## src/core/iex_pkg.sv

```systemverilog
package iex_pkg;
	// ************************************************************
	// register map (word offsets as byte addresses)
	// ************************************************************
	localparam logic [7:0] IEX_OFF_CMD = 8'h00;
	localparam logic [7:0] IEX_OFF_WORK = 8'h04;
	localparam logic [7:0] IEX_OFF_STATUS = 8'h08;
	localparam logic [7:0] IEX_OFF_MEM_ADDR = 8'h0C;
	localparam logic [7:0] IEX_OFF_MEM_DATA = 8'h10;
	localparam logic [7:0] IEX_OFF_PC = 8'h14;
	localparam logic [7:0] IEX_OFF_WDT = 8'h18;
	localparam logic [7:0] IEX_OFF_SP = 8'h1C;
	localparam logic [7:0] IEX_OFF_STACK_TOP = 8'h20;

	// ************************************************************
	// status field positions
	// ************************************************************
	localparam int IEX_ST_C = 0;
	localparam int IEX_ST_HALF = 1;
	localparam int IEX_ST_Z = 2;
	localparam int IEX_ST_SRANGE = 3;
	localparam int IEX_ST_SLEEP = 4;
	localparam int IEX_ST_EXPIRY = 5;
	localparam int IEX_ST_PRE1 = 6;
	localparam int IEX_ST_PRE2 = 7;
	localparam int IEX_ST_HALT = 8;

	// ************************************************************
	// command word fields
	// ************************************************************
	localparam int IEX_CMD_OP_LSB = 16;
	localparam int IEX_CMD_BIT_LSB = 24;
	localparam int IEX_CMD_ADDR_W = 13;

	// ************************************************************
	// reset values and constants
	// ************************************************************
	localparam logic [7:0] IEX_RST_BYTE = 8'h00;
	localparam logic [3:0] IEX_BCD_MAX = 4'h9;
	localparam logic [3:0] IEX_BCD_FIX = 4'h6;
	localparam logic [15:0] IEX_WDT_PRESCALE = 16'h00FF;

	typedef enum {
		IEX_OP_NOP,
		IEX_OP_ADC,
		IEX_OP_ADC_MEM,
		IEX_OP_ADD,
		IEX_OP_ADDI,
		IEX_OP_ADD_MEM,
		IEX_OP_AND,
		IEX_OP_ANDI,
		IEX_OP_AND_MEM,
		IEX_OP_CALL,
		IEX_OP_ZFILL,
		IEX_OP_CLRB,
		IEX_OP_WDC,
		IEX_OP_WDC1,
		IEX_OP_WDC2,
		IEX_OP_INV,
		IEX_OP_INVA,
		IEX_OP_BCD,
		IEX_OP_MINUS,
		IEX_OP_MINUSA,
		IEX_OP_HALT
	} iex_op_t;

	// flag group carried together
	typedef struct packed {
		logic srange;
		logic z;
		logic half;
		logic c;
	} iex_flags_t;
endpackage

```

## src/core/iex_core.sv

```systemverilog
// The address map and the APB interface to the registers are this design's own decisions.
`timescale 1ns/1ps
// Behaviour
// - add with carry into working register
// - add with carry into memory byte
// - add memory to working register, flags
// - add immediate to working register, flags
// - add working register into memory byte
// - and with memory, only zero flag
// - and with immediate, only zero flag
// - and into memory, only zero flag
// - call pushes next address, loads target
// - zero fill clears byte, no flags
// - clear one bit, no flags
// - watchdog clear resets counter, sleep, expiry
// - prearm clears only after partner ran
// - lone prearm only sets its marker
// - invert byte in place, zero flag
// - invert to working register, zero flag
// - bcd fix of both nibbles and carry
// - bcd result to memory, carry only
// - decrement byte in place, zero flag
// - decrement to working register, zero flag
// - power down stops execution and clock
// - power down keeps data, clears watchdog
module iex_core #(
	parameter int MEM_DEPTH = 416,
	parameter int STACK_DEPTH = 8,
	parameter logic [15:0] WDT_PRESCALE = iex_pkg::IEX_WDT_PRESCALE
) (
	// clock and reset
	input wire logic pclk,
	input wire logic presetn,
	// apb slave
	input wire logic psel,
	input wire logic penable,
	input wire logic pwrite,
	input wire logic [7:0] paddr,
	input wire logic [31:0] pwdata,
	output logic [31:0] prdata,
	output logic pready,
	output logic pslverr,
	// core state
	output logic core_clk_en,
	output logic [7:0] working_register
);
	import iex_pkg::*;

	localparam int MAW = $clog2(MEM_DEPTH);
	localparam int SPW = $clog2(STACK_DEPTH);

	// ************************************************************
	// state
	// ************************************************************
	logic [7:0] mem_q [MEM_DEPTH];
	logic [7:0] work_q;
	iex_flags_t flags_q;
	logic sleep_flag;
	logic expiry_flag;
	logic pre1_q;
	logic pre2_q;
	logic halt_q;
	logic [IEX_CMD_ADDR_W-1:0] pc_q;
	logic [IEX_CMD_ADDR_W-1:0] stack_q [STACK_DEPTH];
	logic [SPW-1:0] sp_q;
	logic [15:0] wdt_pre_q;
	logic [7:0] wdt_q;
	logic [MAW-1:0] maddr_q;

	// ************************************************************
	// bus decode
	// ************************************************************
	logic wr_acc;
	logic rd_ok;
	logic exec;
	iex_op_t op;
	logic [7:0] imm;
	logic [2:0] bsel;
	logic [IEX_CMD_ADDR_W-1:0] target;
	logic [7:0] mbyte;
	logic mem_in_range;

	// single-cycle slave: never stalls
	assign pready = 1'b1;
	assign wr_acc = psel & penable & pwrite;
	assign exec = wr_acc & (paddr == IEX_OFF_CMD) & ~halt_q;
	assign op = iex_op_t'(pwdata[IEX_CMD_OP_LSB +: 8]);
	assign imm = pwdata[7:0];
	assign target = pwdata[IEX_CMD_ADDR_W-1:0];
	assign bsel = pwdata[IEX_CMD_BIT_LSB +: 3];
	assign mem_in_range = (32'(maddr_q) < MEM_DEPTH);
	assign mbyte = mem_in_range ? mem_q[maddr_q] : IEX_RST_BYTE;
	// execution clock is gated off while halted
	assign core_clk_en = ~halt_q;
	assign working_register = work_q;

	always_comb begin
		case (paddr)
			IEX_OFF_CMD, IEX_OFF_WORK, IEX_OFF_STATUS, IEX_OFF_MEM_ADDR,
			IEX_OFF_MEM_DATA, IEX_OFF_PC, IEX_OFF_WDT, IEX_OFF_SP,
			IEX_OFF_STACK_TOP: rd_ok = 1'b1;
			default: rd_ok = 1'b0;
		endcase
	end
	// unmapped addresses answer with an error
	assign pslverr = psel & penable & ~rd_ok;

	// ************************************************************
	// alu
	// ************************************************************
	logic [8:0] sum;
	logic [4:0] lsum;
	logic [7:0] addend;
	logic cin;
	logic [7:0] sres;
	logic sov;
	logic [4:0] lo_adj;
	logic [4:0] hi_adj;
	logic low_nibble_adjust_carry;
	logic bcd_c;
	logic [7:0] bcd_res;

	// operand select for the adder family
	always_comb begin
		addend = mbyte;
		cin = 1'b0;
		case (op)
			IEX_OP_ADDI: addend = imm;
			IEX_OP_ADC, IEX_OP_ADC_MEM: cin = flags_q.c;
			default: addend = mbyte;
		endcase
	end
	assign sum = {1'b0, work_q} + {1'b0, addend} + {8'h00, cin};
	assign lsum = {1'b0, work_q[3:0]} + {1'b0, addend[3:0]} + {4'h0, cin};
	assign sres = sum[7:0];
	// signed overflow: equal operand signs, differing result sign
	assign sov = (work_q[7] == addend[7]) & (sres[7] != work_q[7]);

	// decimal adjust works on the working register
	always_comb begin
		if (work_q[3:0] > IEX_BCD_MAX || flags_q.half) begin
			lo_adj = {1'b0, work_q[3:0]} + {1'b0, IEX_BCD_FIX};
			low_nibble_adjust_carry = ~flags_q.half;
		end else begin
			lo_adj = {1'b0, work_q[3:0]};
			low_nibble_adjust_carry = 1'b0;
		end
		hi_adj = {1'b0, work_q[7:4]} + {4'h0, low_nibble_adjust_carry};
		if (hi_adj > {1'b0, IEX_BCD_MAX} || flags_q.c) begin
			hi_adj = hi_adj + {1'b0, IEX_BCD_FIX};
			bcd_c = 1'b1;
		end else begin
			bcd_c = flags_q.c;
		end
		bcd_res = {hi_adj[3:0], lo_adj[3:0]};
	end

	// ************************************************************
	// result and destination
	// ************************************************************
	logic [7:0] res;
	logic to_mem;
	logic to_work;
	logic upd_arith;
	logic upd_z;
	logic [7:0] bitmask;

	assign bitmask = 8'h01 << bsel;

	always_comb begin
		res = sres;
		to_mem = 1'b0;
		to_work = 1'b0;
		upd_arith = 1'b0;
		upd_z = 1'b0;
		case (op)
			IEX_OP_ADC, IEX_OP_ADD, IEX_OP_ADDI: begin
				to_work = 1'b1;
				upd_arith = 1'b1;
			end
			IEX_OP_ADC_MEM, IEX_OP_ADD_MEM: begin
				to_mem = 1'b1;
				upd_arith = 1'b1;
			end
			IEX_OP_AND: begin
				res = work_q & mbyte;
				to_work = 1'b1;
				upd_z = 1'b1;
			end
			IEX_OP_ANDI: begin
				res = work_q & imm;
				to_work = 1'b1;
				upd_z = 1'b1;
			end
			IEX_OP_AND_MEM: begin
				res = work_q & mbyte;
				to_mem = 1'b1;
				upd_z = 1'b1;
			end
			IEX_OP_ZFILL: begin
				res = IEX_RST_BYTE;
				to_mem = 1'b1;
			end
			IEX_OP_CLRB: begin
				res = mbyte & ~bitmask;
				to_mem = 1'b1;
			end
			IEX_OP_INV: begin
				res = ~mbyte;
				to_mem = 1'b1;
				upd_z = 1'b1;
			end
			IEX_OP_INVA: begin
				res = ~mbyte;
				to_work = 1'b1;
				upd_z = 1'b1;
			end
			IEX_OP_BCD: begin
				res = bcd_res;
				to_mem = 1'b1;
			end
			IEX_OP_MINUS: begin
				res = mbyte - 8'h01;
				to_mem = 1'b1;
				upd_z = 1'b1;
			end
			IEX_OP_MINUSA: begin
				res = mbyte - 8'h01;
				to_work = 1'b1;
				upd_z = 1'b1;
			end
			default: res = sres;
		endcase
	end

	// ************************************************************
	// working register
	// ************************************************************
	always_ff @(posedge pclk or negedge presetn) begin
		if (!presetn) begin
			work_q <= IEX_RST_BYTE;
		end else if (exec && to_work) begin
			work_q <= res;
		end else if (wr_acc && paddr == IEX_OFF_WORK && !halt_q) begin
			work_q <= pwdata[7:0];
		end
	end

	// ************************************************************
	// data memory
	// ************************************************************
	// no reset on the array; contents survive power down
	always_ff @(posedge pclk) begin
		if (exec && to_mem && mem_in_range) begin
			mem_q[maddr_q] <= res;
		end else if (wr_acc && paddr == IEX_OFF_MEM_DATA && mem_in_range) begin
			mem_q[maddr_q] <= pwdata[7:0];
		end
	end

	always_ff @(posedge pclk or negedge presetn) begin
		if (!presetn) begin
			maddr_q <= '0;
		end else if (wr_acc && paddr == IEX_OFF_MEM_ADDR) begin
			maddr_q <= pwdata[MAW-1:0];
		end
	end

	// ************************************************************
	// arithmetic flags
	// ************************************************************
	always_ff @(posedge pclk or negedge presetn) begin
		if (!presetn) begin
			flags_q <= '0;
		end else if (exec && upd_arith) begin
			flags_q.srange <= sov;
			flags_q.z <= (sres == 8'h00);
			flags_q.half <= lsum[4];
			flags_q.c <= sum[8];
		end else if (exec && upd_z) begin
			flags_q.z <= (res == 8'h00);
		end else if (exec && op == IEX_OP_BCD) begin
			flags_q.c <= bcd_c;
		end else if (wr_acc && paddr == IEX_OFF_STATUS && !halt_q) begin
			flags_q <= iex_flags_t'(pwdata[3:0]);
		end
	end

	// ************************************************************
	// program counter and return stack
	// ************************************************************
	always_ff @(posedge pclk or negedge presetn) begin
		if (!presetn) begin
			pc_q <= '0;
			sp_q <= '0;
		end else if (exec && op == IEX_OP_CALL) begin
			stack_q[sp_q] <= pc_q + 1'b1;
			sp_q <= sp_q + 1'b1;
			pc_q <= target;
		end else if (exec) begin
			pc_q <= pc_q + 1'b1;
		end
	end

	// ************************************************************
	// watchdog, sleep and expiry
	// ************************************************************
	logic wdt_clr;
	logic pre_done;
	logic wdt_out;

	// a prearm clears only once its partner has been seen
	assign pre_done = (op == IEX_OP_WDC1 && pre2_q) ||
		(op == IEX_OP_WDC2 && pre1_q);
	assign wdt_clr = exec && (op == IEX_OP_WDC || op == IEX_OP_HALT ||
		((op == IEX_OP_WDC1 || op == IEX_OP_WDC2) && pre_done));
	assign wdt_out = ~halt_q & (wdt_q == 8'hFF) &
		(wdt_pre_q == WDT_PRESCALE);

	always_ff @(posedge pclk or negedge presetn) begin
		if (!presetn) begin
			pre1_q <= 1'b0;
			pre2_q <= 1'b0;
		end else if (wdt_clr) begin
			pre1_q <= 1'b0;
			pre2_q <= 1'b0;
		end else if (exec && op == IEX_OP_WDC1) begin
			pre1_q <= 1'b1;
		end else if (exec && op == IEX_OP_WDC2) begin
			pre2_q <= 1'b1;
		end
	end

	// counter stops with the clock during power down
	always_ff @(posedge pclk or negedge presetn) begin
		if (!presetn) begin
			wdt_pre_q <= '0;
			wdt_q <= '0;
		end else if (wdt_clr) begin
			wdt_pre_q <= '0;
			wdt_q <= '0;
		end else if (!halt_q) begin
			if (wdt_pre_q == WDT_PRESCALE) begin
				wdt_pre_q <= '0;
				wdt_q <= wdt_q + 8'h01;
			end else begin
				wdt_pre_q <= wdt_pre_q + 16'h0001;
			end
		end
	end

	always_ff @(posedge pclk or negedge presetn) begin
		if (!presetn) begin
			sleep_flag <= 1'b0;
			expiry_flag <= 1'b0;
			halt_q <= 1'b0;
		end else begin
			if (exec && op == IEX_OP_HALT) begin
				sleep_flag <= 1'b1;
				halt_q <= 1'b1;
			end else if (wdt_clr) begin
				sleep_flag <= 1'b0;
			end
			// a time-out on the same edge as a clear still wins
			if (wdt_out) begin
				expiry_flag <= 1'b1;
			end else if (wdt_clr) begin
				expiry_flag <= 1'b0;
			end
		end
	end

	// ************************************************************
	// read data
	// ************************************************************
	always_ff @(posedge pclk or negedge presetn) begin
		if (!presetn) begin
			prdata <= '0;
		end else if (psel && !penable && !pwrite) begin
			case (paddr)
				IEX_OFF_WORK: prdata <= {24'h0, work_q};
				IEX_OFF_STATUS: prdata <= {23'h0, halt_q, pre2_q, pre1_q,
					expiry_flag, sleep_flag, flags_q};
				IEX_OFF_MEM_ADDR: prdata <= 32'(maddr_q);
				IEX_OFF_MEM_DATA: prdata <= {24'h0, mbyte};
				IEX_OFF_PC: prdata <= 32'(pc_q);
				IEX_OFF_WDT: prdata <= {8'h0, wdt_q, wdt_pre_q};
				IEX_OFF_SP: prdata <= 32'(sp_q);
				IEX_OFF_STACK_TOP: prdata <= 32'(stack_q[sp_q - 1'b1]);
				default: prdata <= '0;
			endcase
		end
	end
endmodule

```

## config.mk

```make
export PLATFORM = sky130hd
export DESIGN_NAME = iex_core
export DESIGN_NICKNAME = d
export VERILOG_FILES = /design/src/core/iex_pkg.sv /design/src/core/iex_core.sv
export SDC_FILE = /design/constraint.sdc
export NUM_CORES = 2
export LEC_CHECK = 0
export BUFFER_PORTS_ARGS = -buffer_cell sky130_fd_sc_hd__buf_2
export CORE_ASPECT_RATIO = 0.9
export CORE_MARGIN = 1
export CORE_UTILIZATION = 50
export DETAILED_ROUTE_END_ITERATION = 7
export PLACE_DENSITY = 0.65
export SLEW_MARGIN = 10
export SYNTH_ARGS = -nofsm -noshare
export SYNTH_HDL_FRONTEND = slang
export SYNTH_SLANG_ARGS = --single-unit
```

## constraint.sdc

```tcl
create_clock -name pclk -period 27.6 [get_ports pclk]
set_input_delay 1.38 -clock pclk [delete_from_list [all_inputs] [get_ports pclk]]
set_output_delay 1.38 -clock pclk [all_outputs]
set_load 0.1 [all_outputs]
```

==> impl_metrics.tcl <==
set metrics [dict create \
    skew_ns 0.0613 \
    yosysUniqueCellTypes 94 \
    fin_crit_sh 0.458 \
    worst_pin_slew_ns 1.38 \
    top_usage_layer "met1" \
    nets 7461 \
    insertion_delay_ns 0.93 \
    cap_violations 0 \
    start_kind "flip-flop" \
    synth_top_cell_by_area "edfxtp_1" \
    max_freq_mhz 79.1 \
    postRouteWirelength_um 397000 \
    ys_warn_count 0 \
    period_minus_slack_ns 12.64 \
    hold_viol 0 \
    grt_util_met3 0.0722 \
    finalMaxSlewViolations 0 \
    area_growth_pct 10.8 \
    ir_drop_v 0.0000562 \
    status "complete, no violations" \
    cts_resized 0 \
    fillCellCount 20900 \
    critPathCaptureType "flip-flop" \
    clk_pin_slew_ns 0.06 \
    grt-ovfl-total 0 \
    clk_path_buf_depth 4 \
    reg2reg_depth 27 \
    die_w_um 560 \
    core_um2 279000 \
    synth-edff-count 3432 \
    grt_antenna_before_repair 19 \
    syn_inst 7246 \
    synth_top_area_frac 0.734 \
    required_ns 28.15 \
    tns_ns 0 \
    ys_seq_elements 3522 \
    clock-sinks 3522 \
    grt_use_total 0.279 \
    hp-class "input pin to asynchronous set/reset pin" \
    cp.arrival_ns 13.19 \
    finalSetupViolCount 0 \
    dr.first_iter.drc_count 11200 \
    postCtsSetupRepairBufs 0 \
    wire_per_inst_um 34.8 \
    ant_nets 0 \
    num_rows 184 \
    io_pins 88 \
    hpwlAfterDp_um 240000 \
    gr-usage-met2 0.408 \
    grt_setup_unrepaired "no" \
    firstDrtPassIters 7 \
    cts_hold_buf 0 \
    crit_type "flip-flop to flip-flop" \
    synth_ff_type "edfxtp_1" \
    final_common_cell "edfxtp_1" \
    via_count 75200 \
    holdWs_ns 0.418 \
    cts.root.buffer_cell "clkbuf_16" \
    power_leakage_nw 47.3 \
    globalplace.congestion 0.909 \
    powerDensity_nw_per_um2 70.6 \
    first_global_vias 72800 \
    seq_area_frac_synth 0.751 \
    placed_area_um2 145000 \
    async_reset_ff_frac 0.0256 \
    ctsHtreeMaxLevel 5 \
    die_area_um2 283000 \
    port_buffers 70 \
    via_per_inst 6.60 \
    initial_core_util 0.502 \
    design_area_um2 156000 \
    numCtsBuffers 347 \
    layout_common_cells "edfxtp_1 (3,432), mux4_2 (706), nor2_1 (549)" \
    synth_area_um2 140000 \
    tritoncts "yes" \
    fp.dieH_um 505 \
    syn_avg_cell_area_um2 19.4 \
    slew_headroom 0.0567 \
    grt_first_pass_wirelength_um 558000 \
    crit_fanout 84 \
    route.detailed.drc 0 \
    grt_util_met1 0.409 \
    grt_start_max_net_pins 207 \
    drive_above_1_share 0.207 \
    synth.top_cells.by_area "edfxtp_1 (73%), mux4_2 (11%), mux2i_1 (3.0%)" \
]
==> metrics by stage <==
| stage | total power, mW | cells | setup slack, ns | util |
|---|---|---|---|---|
| after floorplan | 6.44 | 7253 | 4.17 | - |
| after global placement | 6.45 | 10800 | 15.36 | 0.518 |
| after detailed placement | 6.47 | 10800 | 15.11 | 0.518 |
| after CTS | 11.0 | 11400 | 15.07 | 0.557 |
| after global routing | 11.2 | 11400 | 14.51 | 0.557 |
| final | 11.0 | 11400 | 14.96 | 0.557 |
==> cells in the mapped netlist, drive strengths merged, types with 24 or more instances <==
master / n
nor4: 34
nand3: 151
dfrtp: 90
mux4: 706
mux2i: 421
o21ai: 93
inv: 30
nor3: 53
nand2: 245
nand4: 72
a221oi: 27
edfxtp: 3432
o22ai: 61
nor2: 556
a31oi: 25
a22oi: 229
xnor2: 29
o211ai: 24
clkbuf: 200
a21oi: 105
and3: 24
buf: 270
nor2b: 26
==> cell type report <==
cell class / count / area [um^2] / area share
antenna: 1 / 2.50 / 0.0000161
clock buffer: 423 / 9260 / 0.0596
clock inverter: 202 / 1680 / 0.0108
inverter: 30 / 120 / 0.000772
multi-input combinational: 3231 / 32500 / 0.209
sequential: 3522 / 105000 / 0.677
tap: 3720 / 4650 / 0.0299
timing repair buffer: 264 / 1980 / 0.0128
==> worst paths after layout <==
check	from	slack (ns)	to
worst max-delay path	maddr_q[1]$_DFFE_PN0P_	14.96	mem_q[329][6]$_DFFE_PP_
worst min-delay path	presetn	0.42	sp_q[0]$_DFFE_PN0P_
worst max register to register	maddr_q[1]$_DFFE_PN0P_	14.96	mem_q[329][6]$_DFFE_PP_
worst min register to register	prdata[22]$_DFFE_PN0P_	0.47	prdata[22]$_DFFE_PN0P_
max in group asynchronous	presetn	25.93	prdata[22]$_DFFE_PN0P_
min in group pclk	prdata[22]$_DFFE_PN0P_	0.47	prdata[22]$_DFFE_PN0P_
==> flip-flops by register name, indices dropped and copies added (netlist names) <==
signal            count
prdata               24
halt_q                1
sp_q                  3
pc_q                 13
mem_q              3328
expiry_flag           1
pre2_q                1
wdt_q                 8
pre1_q                1
stack_q             104
working_register      8
sleep_flag            1
wdt_pre_q            16
maddr_q               9
flags_q               4
==> critical path, stage by stage (launching register included) <==
cell and delay [ns]:
dfrtp_4 0.94, buf_4 0.75, buf_4 0.74, buf_4 0.75
buf_4 0.57, buf_4 0.70, mux4_2 0.40, o21ai_0 0.38
a41oi_1 0.47, nor4_1 0.40, nand4_1 0.13, o21ai_1 0.32
buf_4 0.28, mux2i_1 0.12, fa_1 0.45, fa_1 0.45
a21o_1 0.17, a21oi_1 0.28, o21bai_1 0.10, a21oi_1 0.25
xnor2_1 0.20, a32o_1 0.17, a21oi_1 0.05, o211a_1 0.14
o2bb2ai_1 0.22, a21oi_4 0.89, buf_4 0.81, buf_4 0.80
==> power breakdown <==
group / switching [mW] / total, mW / internal (mW)
sequential: 0.00190 / 5.99 / 5.98
combinational: 0.308 / 0.373 / 0.0652
clock: 2.01 / 4.62 / 2.61
==> routing by layer <==
layer  wire (um)  vias up
met5          11        -
li1            -    30000
met2      177000     4683
met3       50100      672
met1      155000    39800
met4       14800        2
==> kinds of logic after synthesis <==
logic type | Yosys count | share of synthesized area
DFF | 3522 | 0.751
other | 2 | 0.0000535
adders and majority gates | 20 | 0.00189
AOI/OAI and AO/OA | 730 | 0.0366
buffers and inverters | 500 | 0.0206
muxes | 1150 | 0.145
and+or+nand+nor | 1275 | 0.0422
xor gates and xnor gates | 47 | 0.00293
Power figures use the tool's default switching activity.
